File: src/rtl/ddrt_pkg.sv
/*
  Shared constants and types for the memory-side bank timing block:
  command encodings, latency and timing figures, packed command and
  write-data carriers.
  Assumes one command clock of 200 MHz; the times below are in ps.
*/
package ddrt_pkg;

  // ==========================================================
  // command encodings
  // ==========================================================
  typedef enum logic [2:0] {
    CMD_NOP,
    CMD_ACT,
    CMD_RD,
    CMD_WR,
    CMD_PRE,
    CMD_REF
  } ddrt_cmd_e_t;

  // ==========================================================
  // widths and geometry
  // ==========================================================
  localparam int BANKS = 8;
  localparam int BA_W = 3;
  localparam int DQ_W = 16;
  localparam int PRE_SEL_BIT = 10;
  localparam int ADDR_W = 13;

  // ==========================================================
  // timing
  // ==========================================================
  localparam int CLK_PS = 5000;
  localparam int PREFETCH_LEAD = 2;
  localparam int BL4 = 4;
  localparam int BL8 = 8;
  localparam int LAT_W = 4;
  localparam int CNT_W = 5;
  localparam logic [LAT_W-1:0] WL_SHORTEN = 4'h1;

  typedef struct packed {
    ddrt_cmd_e_t cmd;
    logic [BA_W-1:0] bank;
    logic [ADDR_W-1:0] addr;
  } ddrt_cmd_t;

  typedef struct packed {
    logic valid;
    logic [BA_W-1:0] bank;
    logic [DQ_W-1:0] data;
  } ddrt_wdata_t;

endpackage

File: src/rtl/ddrt_wr_capture.sv
/*
  Write data capture: takes data on each rising strobe sample during
  an open write window and closes the window once the burst is done.
  Assumes strobe and data are already sampled on clk.
*/
`timescale 1ns/100ps
`default_nettype none

module ddrt_wr_capture
  #(parameter int DQ_W = 16)
  (
  // clock and reset
  input wire logic clk,
  input wire logic rst_n,
  // window control
  input wire logic winOpen,
  input wire logic [ddrt_pkg::CNT_W-1:0] beats,
  // strobe and data
  input wire logic strobe,
  input wire logic [DQ_W-1:0] dqIn,
  // captured data
  output logic [DQ_W-1:0] capData,
  output logic capValid,
  output logic capDone
  );

  logic strobePrev_r, strobePrev_nxt;
  logic [ddrt_pkg::CNT_W-1:0] cnt_r, cnt_nxt;
  logic [DQ_W-1:0] capData_r, capData_nxt;
  logic capValid_r, capValid_nxt;
  logic active_r, active_nxt;
  logic rise;

  always_comb
  begin
    rise = strobe & ~strobePrev_r;
    strobePrev_nxt = strobe;
    cnt_nxt = cnt_r;
    capData_nxt = capData_r;
    capValid_nxt = 1'b0;
    active_nxt = active_r;
    if (winOpen && !active_r)
    begin
      active_nxt = 1'b1;
      cnt_nxt = beats;
    end
    if (active_r && rise && cnt_r != '0)
    begin
      capData_nxt = dqIn;
      capValid_nxt = 1'b1;
      cnt_nxt = cnt_r - 1'b1;
      if (cnt_r == 5'h01)
      begin
        active_nxt = 1'b0;
      end
    end
  end

  always_ff @(posedge clk)
  begin
    if (!rst_n)
    begin
      strobePrev_r <= 1'b0;
      cnt_r <= '0;
      capData_r <= '0;
      capValid_r <= 1'b0;
      active_r <= 1'b0;
    end
    else
    begin
      strobePrev_r <= strobePrev_nxt;
      cnt_r <= cnt_nxt;
      capData_r <= capData_nxt;
      capValid_r <= capValid_nxt;
      active_r <= active_nxt;
    end
  end

  assign capData = capData_r;
  assign capValid = capValid_r;
  assign capDone = ~active_r;

endmodule

`default_nettype wire

File: src/rtl/ddrt_bank_timing.sv
/*
  Memory-side bank timing: per-bank open state, auto precharge launch,
  write latency and write window, manual precharge and
  self refresh tracking.
  Assumes a controller that keeps its own spacing limits; commands
  arrive decoded and synchronous to clk.
*/
// Behaviour
// - tRTP counts from last prefetch edge, AL after read for BL4
// - read with select bit high precharges AL+BL/2 clocks later
// - auto precharge never earlier than two clocks after last prefetch
// - write latency is read latency minus one clock
// - first data on first strobe rise, then successive rises
// - after write burst data pins stay off and data is ignored
// - manual precharge select bit picks one bank or all banks
`timescale 1ns/100ps
`default_nettype none

module ddrt_bank_timing
  #(parameter int BANKS = ddrt_pkg::BANKS,
    parameter int DQ_W = ddrt_pkg::DQ_W)
  (
  // clock and reset
  input wire logic clk,
  input wire logic rst_n,
  // latency settings
  input wire logic [ddrt_pkg::LAT_W-1:0] addLat,
  input wire logic [ddrt_pkg::LAT_W-1:0] casLat,
  input wire logic burstEight,
  // command
  input wire logic cke,
  input wire ddrt_pkg::ddrt_cmd_t cmdIn,
  // write data
  input wire logic data_strobe_pair,
  input wire logic [DQ_W-1:0] dqIn,
  // state out
  output logic [BANKS-1:0] bankOpen,
  output logic [BANKS-1:0] autoPreStart,
  output logic selfRefresh,
  output logic dqOutEn,
  output ddrt_pkg::ddrt_wdata_t wrData
  );

  typedef enum {PW_IDLE, PW_WAIT, PW_BURST} ddrt_wst_t;

  logic [BANKS-1:0] open_r, open_nxt;
  logic [BANKS-1:0] apArm_r, apArm_nxt;
  logic [BANKS-1:0] apFire_r, apFire_nxt;
  logic [ddrt_pkg::CNT_W-1:0] apCnt_r [BANKS];
  logic [ddrt_pkg::CNT_W-1:0] apCnt_nxt [BANKS];
  ddrt_wst_t wst_r, wst_nxt;
  logic [ddrt_pkg::CNT_W-1:0] wlCnt_r, wlCnt_nxt;
  logic [ddrt_pkg::BA_W-1:0] wBank_r, wBank_nxt;
  logic wAuto_r, wAuto_nxt;
  logic sref_r, sref_nxt;
  logic ckePrev_r, ckePrev_nxt;
  logic winOpen;
  logic [ddrt_pkg::CNT_W-1:0] beats;
  logic [DQ_W-1:0] capData;
  logic capValid;
  logic capDone;
  logic [ddrt_pkg::CNT_W-1:0] apDelay;
  logic [ddrt_pkg::LAT_W-1:0] wl;
  logic selAll;

  // ==========================================================
  // derived latencies
  // ==========================================================
  // write latency one less than read
  assign wl = addLat + casLat - ddrt_pkg::WL_SHORTEN;
  assign beats = burstEight ? ddrt_pkg::CNT_W'(ddrt_pkg::BL8)
                            : ddrt_pkg::CNT_W'(ddrt_pkg::BL4);
  // AL plus BL/2 from the read command
  assign apDelay = ddrt_pkg::CNT_W'(addLat) + (beats >> 1);
  assign selAll = cmdIn.addr[ddrt_pkg::PRE_SEL_BIT];

  // ==========================================================
  // bank state and auto precharge
  // ==========================================================
  always_comb
  begin
    open_nxt = open_r;
    apArm_nxt = apArm_r;
    apFire_nxt = '0;
    for (int b = 0; b < BANKS; b++)
    begin
      apCnt_nxt[b] = apCnt_r[b];
      if (apArm_r[b])
      begin
        if (apCnt_r[b] <= 5'h01)
        begin
          apArm_nxt[b] = 1'b0;
          apFire_nxt[b] = 1'b1;
          open_nxt[b] = 1'b0;
        end
        else
        begin
          apCnt_nxt[b] = apCnt_r[b] - 1'b1;
        end
      end
    end
    if (cke && !sref_r)
    begin
      case (cmdIn.cmd)
        ddrt_pkg::CMD_ACT:
        begin
          open_nxt[cmdIn.bank] = 1'b1;
        end
        ddrt_pkg::CMD_RD:
        begin
          // read with auto precharge arms bank
          if (selAll)
          begin
            apArm_nxt[cmdIn.bank] = 1'b1;
            apCnt_nxt[cmdIn.bank] = apDelay;
          end
        end
        ddrt_pkg::CMD_PRE:
        begin
          if (selAll)
          begin
            open_nxt = '0;
          end
          else
          begin
            open_nxt[cmdIn.bank] = 1'b0;
          end
        end
        default:
        begin
        end
      endcase
    end
    // write with auto precharge closes bank after burst
    if (wst_r == PW_BURST && capDone && wAuto_r && !winOpen)
    begin
      open_nxt[wBank_r] = 1'b0;
      apFire_nxt[wBank_r] = 1'b1;
    end
  end

  always_ff @(posedge clk)
  begin
    if (!rst_n)
    begin
      open_r <= '0;
      apArm_r <= '0;
      apFire_r <= '0;
      for (int b = 0; b < BANKS; b++)
      begin
        apCnt_r[b] <= '0;
      end
    end
    else
    begin
      open_r <= open_nxt;
      apArm_r <= apArm_nxt;
      apFire_r <= apFire_nxt;
      for (int b = 0; b < BANKS; b++)
      begin
        apCnt_r[b] <= apCnt_nxt[b];
      end
    end
  end

  // ==========================================================
  // write sequencing
  // ==========================================================
  always_comb
  begin
    wst_nxt = wst_r;
    wlCnt_nxt = wlCnt_r;
    wBank_nxt = wBank_r;
    wAuto_nxt = wAuto_r;
    winOpen = 1'b0;
    case (wst_r)
      PW_WAIT:
      begin
        if (wlCnt_r <= 5'h01)
        begin
          wst_nxt = PW_BURST;
          winOpen = 1'b1;
        end
        else
        begin
          wlCnt_nxt = wlCnt_r - 1'b1;
        end
      end
      PW_BURST:
      begin
        if (capDone)
        begin
          wst_nxt = PW_IDLE;
        end
      end
      default:
      begin
        wst_nxt = PW_IDLE;
      end
    endcase
    // a new write takes over an open burst
    if (cke && !sref_r && cmdIn.cmd == ddrt_pkg::CMD_WR)
    begin
      wst_nxt = PW_WAIT;
      wlCnt_nxt = ddrt_pkg::CNT_W'(wl);
      wBank_nxt = cmdIn.bank;
      wAuto_nxt = selAll;
    end
  end

  always_ff @(posedge clk)
  begin
    if (!rst_n)
    begin
      wst_r <= PW_IDLE;
      wlCnt_r <= '0;
      wBank_r <= '0;
      wAuto_r <= 1'b0;
    end
    else
    begin
      wst_r <= wst_nxt;
      wlCnt_r <= wlCnt_nxt;
      wBank_r <= wBank_nxt;
      wAuto_r <= wAuto_nxt;
    end
  end

  ddrt_wr_capture #(.DQ_W(DQ_W)) uCapture (
    .clk(clk),
    .rst_n(rst_n),
    .winOpen(winOpen),
    .beats(beats),
    .strobe(data_strobe_pair),
    .dqIn(dqIn),
    .capData(capData),
    .capValid(capValid),
    .capDone(capDone)
  );

  // ==========================================================
  // self refresh
  // ==========================================================
  always_comb
  begin
    ckePrev_nxt = cke;
    sref_nxt = sref_r;
    if (ckePrev_r && !cke && cmdIn.cmd == ddrt_pkg::CMD_REF && open_r == '0)
    begin
      sref_nxt = 1'b1;
    end
    else if (!ckePrev_r && cke)
    begin
      sref_nxt = 1'b0;
    end
  end

  always_ff @(posedge clk)
  begin
    if (!rst_n)
    begin
      sref_r <= 1'b0;
      ckePrev_r <= 1'b1;
    end
    else
    begin
      sref_r <= sref_nxt;
      ckePrev_r <= ckePrev_nxt;
    end
  end

  assign bankOpen = open_r;
  assign autoPreStart = apFire_r;
  assign selfRefresh = sref_r;
  // write path never drives data pins
  assign dqOutEn = 1'b0;
  assign wrData = '{valid: capValid, bank: wBank_r, data: capData};

endmodule

`default_nettype wire

File: config.mk
export PLATFORM = sky130hd
export DESIGN_NAME = ddrt_bank_timing
export DESIGN_NICKNAME = d
export VERILOG_FILES = /design/src/rtl/ddrt_pkg.sv /design/src/rtl/ddrt_wr_capture.sv /design/src/rtl/ddrt_bank_timing.sv
export SDC_FILE = /design/constraint.sdc
export NUM_CORES = 1
export LEC_CHECK = 0
export BUFFER_PORTS_ARGS = -buffer_cell sky130_fd_sc_hd__buf_2
export CAP_MARGIN = 40
export CORE_ASPECT_RATIO = 2
export CORE_MARGIN = 10
export CORE_UTILIZATION = 52
export CTS_CLUSTER_DIAMETER = 200
export DETAILED_ROUTE_END_ITERATION = 8
export GPL_TIMING_DRIVEN = 0
export HOLD_SLACK_MARGIN = 0.1
export PLACE_DENSITY = 0.76
export SYNTH_ARGS = -nofsm -noshare
export SYNTH_HDL_FRONTEND = slang
export SYNTH_SLANG_ARGS = --single-unit
export TNS_END_PERCENT = 20
File: constraint.sdc
create_clock -name clk -period 1.7 [get_ports clk]
set_input_delay 0.255 -clock clk [delete_from_list [all_inputs] [get_ports clk]]
set_output_delay 0.255 -clock clk [all_outputs]
set_load 0.01 [all_outputs]
Word level (Yosys, flattened, before mapping):

Memories as Yosys holds them, arrays and structs flattened.
Index checks and enable logic that the tools add are counted.

* register bits: 91
* bits in latches: 0
* RAM bits: 40
* bits in read-only memories: 0
* input port bits: 48
* output and inout bits: 38
* word-level logic and storage cells: 220
* memories: 1

Memories
* apCnt_r: depth 8, bits a word 5, read ports 8, clocked after memory_dff 0, write ports 8, RTL line ddrt_bank_timing.sv:49 `logic [ddrt_pkg::CNT_W-1:0] apCnt_r [BANKS];`

* $add $sub $neg: 13
* multipliers: 0
* divide/modulo/power cells: 0
* magnitude comparators: 15
* eq/ne operators: 14
* shift operators: 0
* mux-type cells: 110
* bitwise operators: 21
* reduce and logical (&&, ||, !) cells: 30

Operators with widths (number)
* $mux W5: 27
* $mux W40: 3
* $mux W32: 2
* $pmux W32 S2: 1
* $mux W1: 61
* $mux W8: 7
* $sub A5 B1 Y5 const B: 10
* $le A5 B1 Y1 const B: 9
* $bwmux W40: 1
* $eq A32 B1 Y1 const B: 1
* $eq A32 B2 Y1 const B: 1
* $eq A32 B3 Y1 const B: 1
* $or A8 B8 Y8: 3
* $and A8 B8 Y8: 2
* $mux W4: 4
* $not A8 Y8: 2
* $pmux W8 S2: 1
* $demux W5 S3: 1
* $logic_and A1 B1 Y1: 15
* $logic_not A8 Y1: 1
* $lt A3 B4 Y1 const B: 2
* $or A1 B1 Y1: 8
* $reduce_and A2 Y1: 4
* $demux W1 S3: 2
* other kinds (20): 34

Longest topological paths before layout:

* depth in word-level cells: 11
* mapped depth: 11
* mapped depth without buffers: 10

Cells and area by module:

A second synthesis with hierarchy kept.

* cell total of the unflattened synthesis: 646
* area, all modules: 5471.5 um^2

By module, submodules not included
* ddrt_bank_timing: times used 1, cells each 525, area each 4418.0 um^2, sequential area each 1541.5 um^2
* ddrt_wr_capture: times used 1, cells each 121, area each 1053.5 um^2, sequential area each 480.5 um^2

Worst setup path after synthesis:

Ideal clock, no wire load.

* kind: input -> register
* start: in addLat[0] in the netlist's numbering
* end: reg wlCnt_r[3] in the netlist's numbering
* setup time: 129 ps
* data arrival time: 1712 ps
* required time: 1571 ps
* setup slack: -141 ps
* stages: 11
* path buffers: 1
* cell sequence: clkbuf_1 inv_1 ha_1 inv_1 ha_1 inv_1 fa_1 xnor2_1 xnor2_1 o21ai_0 a21oi_1

* word-level cells in the longest chain between the ends: 3

RTL lines
* from (decl): RTL line ddrt_bank_timing.sv:27 `input wire logic [ddrt_pkg::LAT_W-1:0] addLat,`
* $add A4 B4 Y4: RTL line ddrt_bank_timing.sv:70 `assign wl = addLat + casLat - ddrt_pkg::WL_SHORTEN;`
* $sub A4 B1 Y4: RTL line ddrt_bank_timing.sv:70
* $mux W4: RTL line ddrt_bank_timing.sv:202 `if (cke && !sref_r && cmdIn.cmd == ddrt_pkg::CMD_WR)`
* to (signal assigned): RTL line ddrt_bank_timing.sv:223 `wlCnt_r <= wlCnt_nxt;`
* to (decl): RTL line ddrt_bank_timing.sv:52 `logic [ddrt_pkg::CNT_W-1:0] wlCnt_r, wlCnt_nxt;`

No other way between the ends.
A chain may end at the register's enable or synchronous reset.

==> flow_metrics.env <==
export IMPL_cap_violations=0
export IMPL_met3WireLength_mm=1.19
export IMPL_syn_nets=730
export IMPL_hold_buffers=0
export IMPL_first_pass_iters=5
export IMPL_grt_overflow=0
export IMPL_postSynth_asyncResetShare_pct=0
export IMPL_grt_pass1_wl_mm=25.6
export IMPL_rrSetupSlack_ns=0.02
export IMPL_switching_share_pct=22.5
export IMPL_p_sw_uw=1160
export IMPL_power_density_nw_per_um2=803
export IMPL_cpPeakStageDelay_ns=0.41
export IMPL_hp_start="data_strobe_pair"
export IMPL_netlist_top_cell_by_area="dfxtp_1"
export IMPL_instances_no_fill=878
export IMPL_ant_nets=0
export IMPL_setup_worst_path_start_class="flop"
export IMPL_final_hold_viol_count=0
export IMPL_wl_met2_mm=8.13
export IMPL_arrival_ns=1.96
export IMPL_core_area_um2=10100
export IMPL_routed_wl_mm=16.0
export IMPL_post_drt_wl_per_cell_um=18.3
export IMPL_peakVddDrop_mv=0.834
export IMPL_hold_class="in2reg"
export IMPL_cts_tree="yes"
export IMPL_path_cells="inv_1 -> ha_1 -> o21bai_1 -> or4_1 -> o21a_1 -> a21oi_1"
export IMPL_required_ns=1.98
export IMPL_htree_levels=3
export IMPL_gp_congestion=0.908
export IMPL_internal_power_uw=4010
export IMPL_place_hpwl_mm=11.9
export IMPL_synth_seq_cells=101
export IMPL_ys_seq_area_share_pct=37.2
export IMPL_rsz0062_at_grt="true"
export IMPL_rows=52
export IMPL_antenna_found_initial=0
export IMPL_vias=5294
export IMPL_synthCells=654
export IMPL_cts_path_max_buffers=2
export IMPL_status="complete, no violations"
export IMPL_place_ws_ns=-0.529
export IMPL_drive_above_1_share_pct=20.3
export IMPL_synthFlopType="dfxtp_1"
export IMPL_cts_made_buffers=9
export IMPL_worst_setup_path_type="reg2reg"
export IMPL_netlist_area_um2=5440
export IMPL_synth_cell_types=72
export IMPL_slew_headroom_pct=42.6
export IMPL_grt_pass1_vias=5363
export IMPL_min_path_cells=2
export IMPL_finalWorstPathRequiredPeriod_ns=1.68
export IMPL_grt_max_degree=16
export IMPL_post_route_period_util_pct=98.7
export IMPL_antennaDiodeCount=0
export IMPL_pin_count=86
export IMPL_cts_sinks=101
export IMPL_dp_cells=856
export IMPL_cp_end_kind="flop"
export IMPL_clkTransAtPathRegs_ns=0.07
export IMPL_comb_power_share_pct=8.1
export IMPL_layout_setup_ws_ns=0.0223
export IMPL_fp_dieW_um=92.3
export IMPL_area_growth_synth_to_final_pct=18.6
export IMPL_power_static_leakage_uw=0.00251
export IMPL_top_layer_used="met4"
export IMPL_cts_root_buf="clkbuf_16"
export IMPL_initial_utilization_pct=53.6
export IMPL_yosysMostFrequentCell="dfxtp_1"
export IMPL_max_clock_freq_ghz=0.596
export IMPL_die_y_um=165
export IMPL_vias_per_cell=6.03
export IMPL_tightest_slew_ns=0.861
export IMPL_p_clk_share_pct=45.5
export IMPL_critPathSlowestCell="or4_1"
export IMPL_r2r_start="apCnt_r[1][16]"
export IMPL_synth_edff_count=0
export IMPL_drt_met1_wl_mm=5.76
export IMPL_synth_top_cell_area_share_pct=37.2
export IMPL_post_synth_cell_area_avg_um2=8.31
export IMPL_track_usage_pct=20.8
export IMPL_drcViolationCount=0
export IMPL_min_to="uCapture.strobePrev_r"
export IMPL_finClkSkew_ns=0.00858
export IMPL_seq_power_share_pct=46.4
export IMPL_ys_warn_count=0
export IMPL_rr_endpoint="apCnt_r[1][19]"
export IMPL_rr_worst_depth=6
export IMPL_fin_nets=814
export IMPL_crit_fanout=4
export IMPL_ys_top_cells_by_area="dfxtp_1 (37%), a21oi_1 (7.3%), ha_1 (6.0%)"
export IMPL_yosys_top_cells_count="dfxtp_1 (101), nand2_1 (86), a21oi_1 (79), inv_1 (38), o21ai_0 (33)"
export IMPL_port_buffers=65
export IMPL_slew_violations=0
export IMPL_setup_violations=0
export IMPL_drt_iter0_drc=364
export IMPL_die_area_um2=15200
export IMPL_clk_latency_ns=0.34
-- state kept, by name, summed over array words and instances (netlist names), 2 cells and up --
| signal | cells |
|---|---|
| apCnt_r | 40 |
| uCapture.capData | 16 |
| apArm_r | 8 |
| autoPreStart | 8 |
| bankOpen | 8 |
| uCapture.cnt_r | 5 |
| wlCnt_r | 5 |
| wBank_r | 3 |
| wst_r | 2 |
-- cell usage in the layout (no fill, tap or decap), types with 5 or more instances in the layout --
cell type / netlist / final
or3_1: 5 / 5
and2_1: 5 / 5
mux2_2: 6 / 6
dfxtp_1: 101 / 98
a31oi_1: 6 / 6
nand4_1: 5 / 5
clkbuf_16: 0 / 9
a211oi_1: 12 / 12
and3_1: 8 / 8
o21ai_0: 33 / 32
nand3_1: 29 / 29
o21bai_1: 7 / 6
inv_1: 38 / 37
clkbuf_1: 11 / 12
nand2_1: 86 / 86
nor2_1: 29 / 29
nor2b_1: 10 / 9
o31ai_1: 6 / 6
nand2b_1: 7 / 7
xnor2_1: 12 / 11
nor3_1: 10 / 9
ha_1: 26 / 25
buf_4: 10 / 20
a21oi_1: 79 / 77
nor3b_1: 6 / 6
buf_2: 12 / 75
-- worst max path at each step --
stage                               from                end  slack, ns
final                     apCnt_r[1][16]     apCnt_r[1][19]       0.02
after global routing      apCnt_r[1][16]     apCnt_r[1][19]      -0.09
after CTS                     wlCnt_r[1]  uCapture.cnt_r[3]      -0.04
after detailed placement      burstEight     apCnt_r[0][13]      -0.53
after global placement        burstEight     apCnt_r[1][18]      -0.90
after floorplan                addLat[0]         wlCnt_r[3]      0.002
-- power by group through the flow --
stage                     clock, uW  sequential [uW]  combinational, uW
after global routing           2440             2400                453
after floorplan                   0             2450                223
after detailed placement          0             2460                382
after CTS                      2360             2400                394
after global placement            0             2460                366
final                          2360             2400                418
-- worst max-delay path: cells and delay by family (launching register included) --
kind | cells | cell delay, ns
compound gates | 3 | 0.52
simple gates | 1 | 0.41
flops | 1 | 0.37
fa+ha+maj | 1 | 0.22
buf+inv | 1 | 0.09
-- through the flow --
step           power [uW]  utilization, %  hold WS, ns  area, um^2  setup TNS, ns
2_1_floorplan        2680               -        0.361        5450              0
3_3_place_gp         2820            58.5        0.440        5940          -9.96
3_5_place_dp         2840            58.7        0.445        5960          -5.21
4_1_cts              5150            62.4        0.131        6330        -0.0526
5_1_grt              5300            63.5        0.129        6440         -0.256
6_report             5180            63.5        0.131        6440              0
-- what timing repair did --
action | 4_1_cts | 5_1_grt
pin swaps | 2 | 6
endpoints found under the setup margin | 11 | 29
buffers inserted | 0 | 7
gates resized for setup | 4 | 18
-- logic make-up after synthesis --
logic type      after synthesis  share of synthesized area, %
compound gates              194                          23.2
xor+xnor                     12                          1.93
fa+ha+maj                    28                          6.72
buf+inv                      74                          6.10
flops                       101                          37.2
mux                           8                          1.61
other cells                   1                        0.0690
simple gates                236                          23.2
-- layer usage --
layer,vias to the layer above,global-route usage [%]
met3,66,5.46
met5,-,0
met4,0,13.4
met1,2493,20.5
li1,2510,-
met2,225,37.2
-- layout make-up --
cell class | count | area [um^2]
Clock inverter | 4 | 95.1
Multi-Input combinational cell | 479 | 3170
Tap cell | 135 | 169
Fill cell | 894 | 3700
Clock buffer | 12 | 246
Inverter | 39 | 146
Buffer | 34 | 193
Sequential cell | 101 | 2030
Timing Repair Buffer | 74 | 393
(Power assumes the default switching activity.)
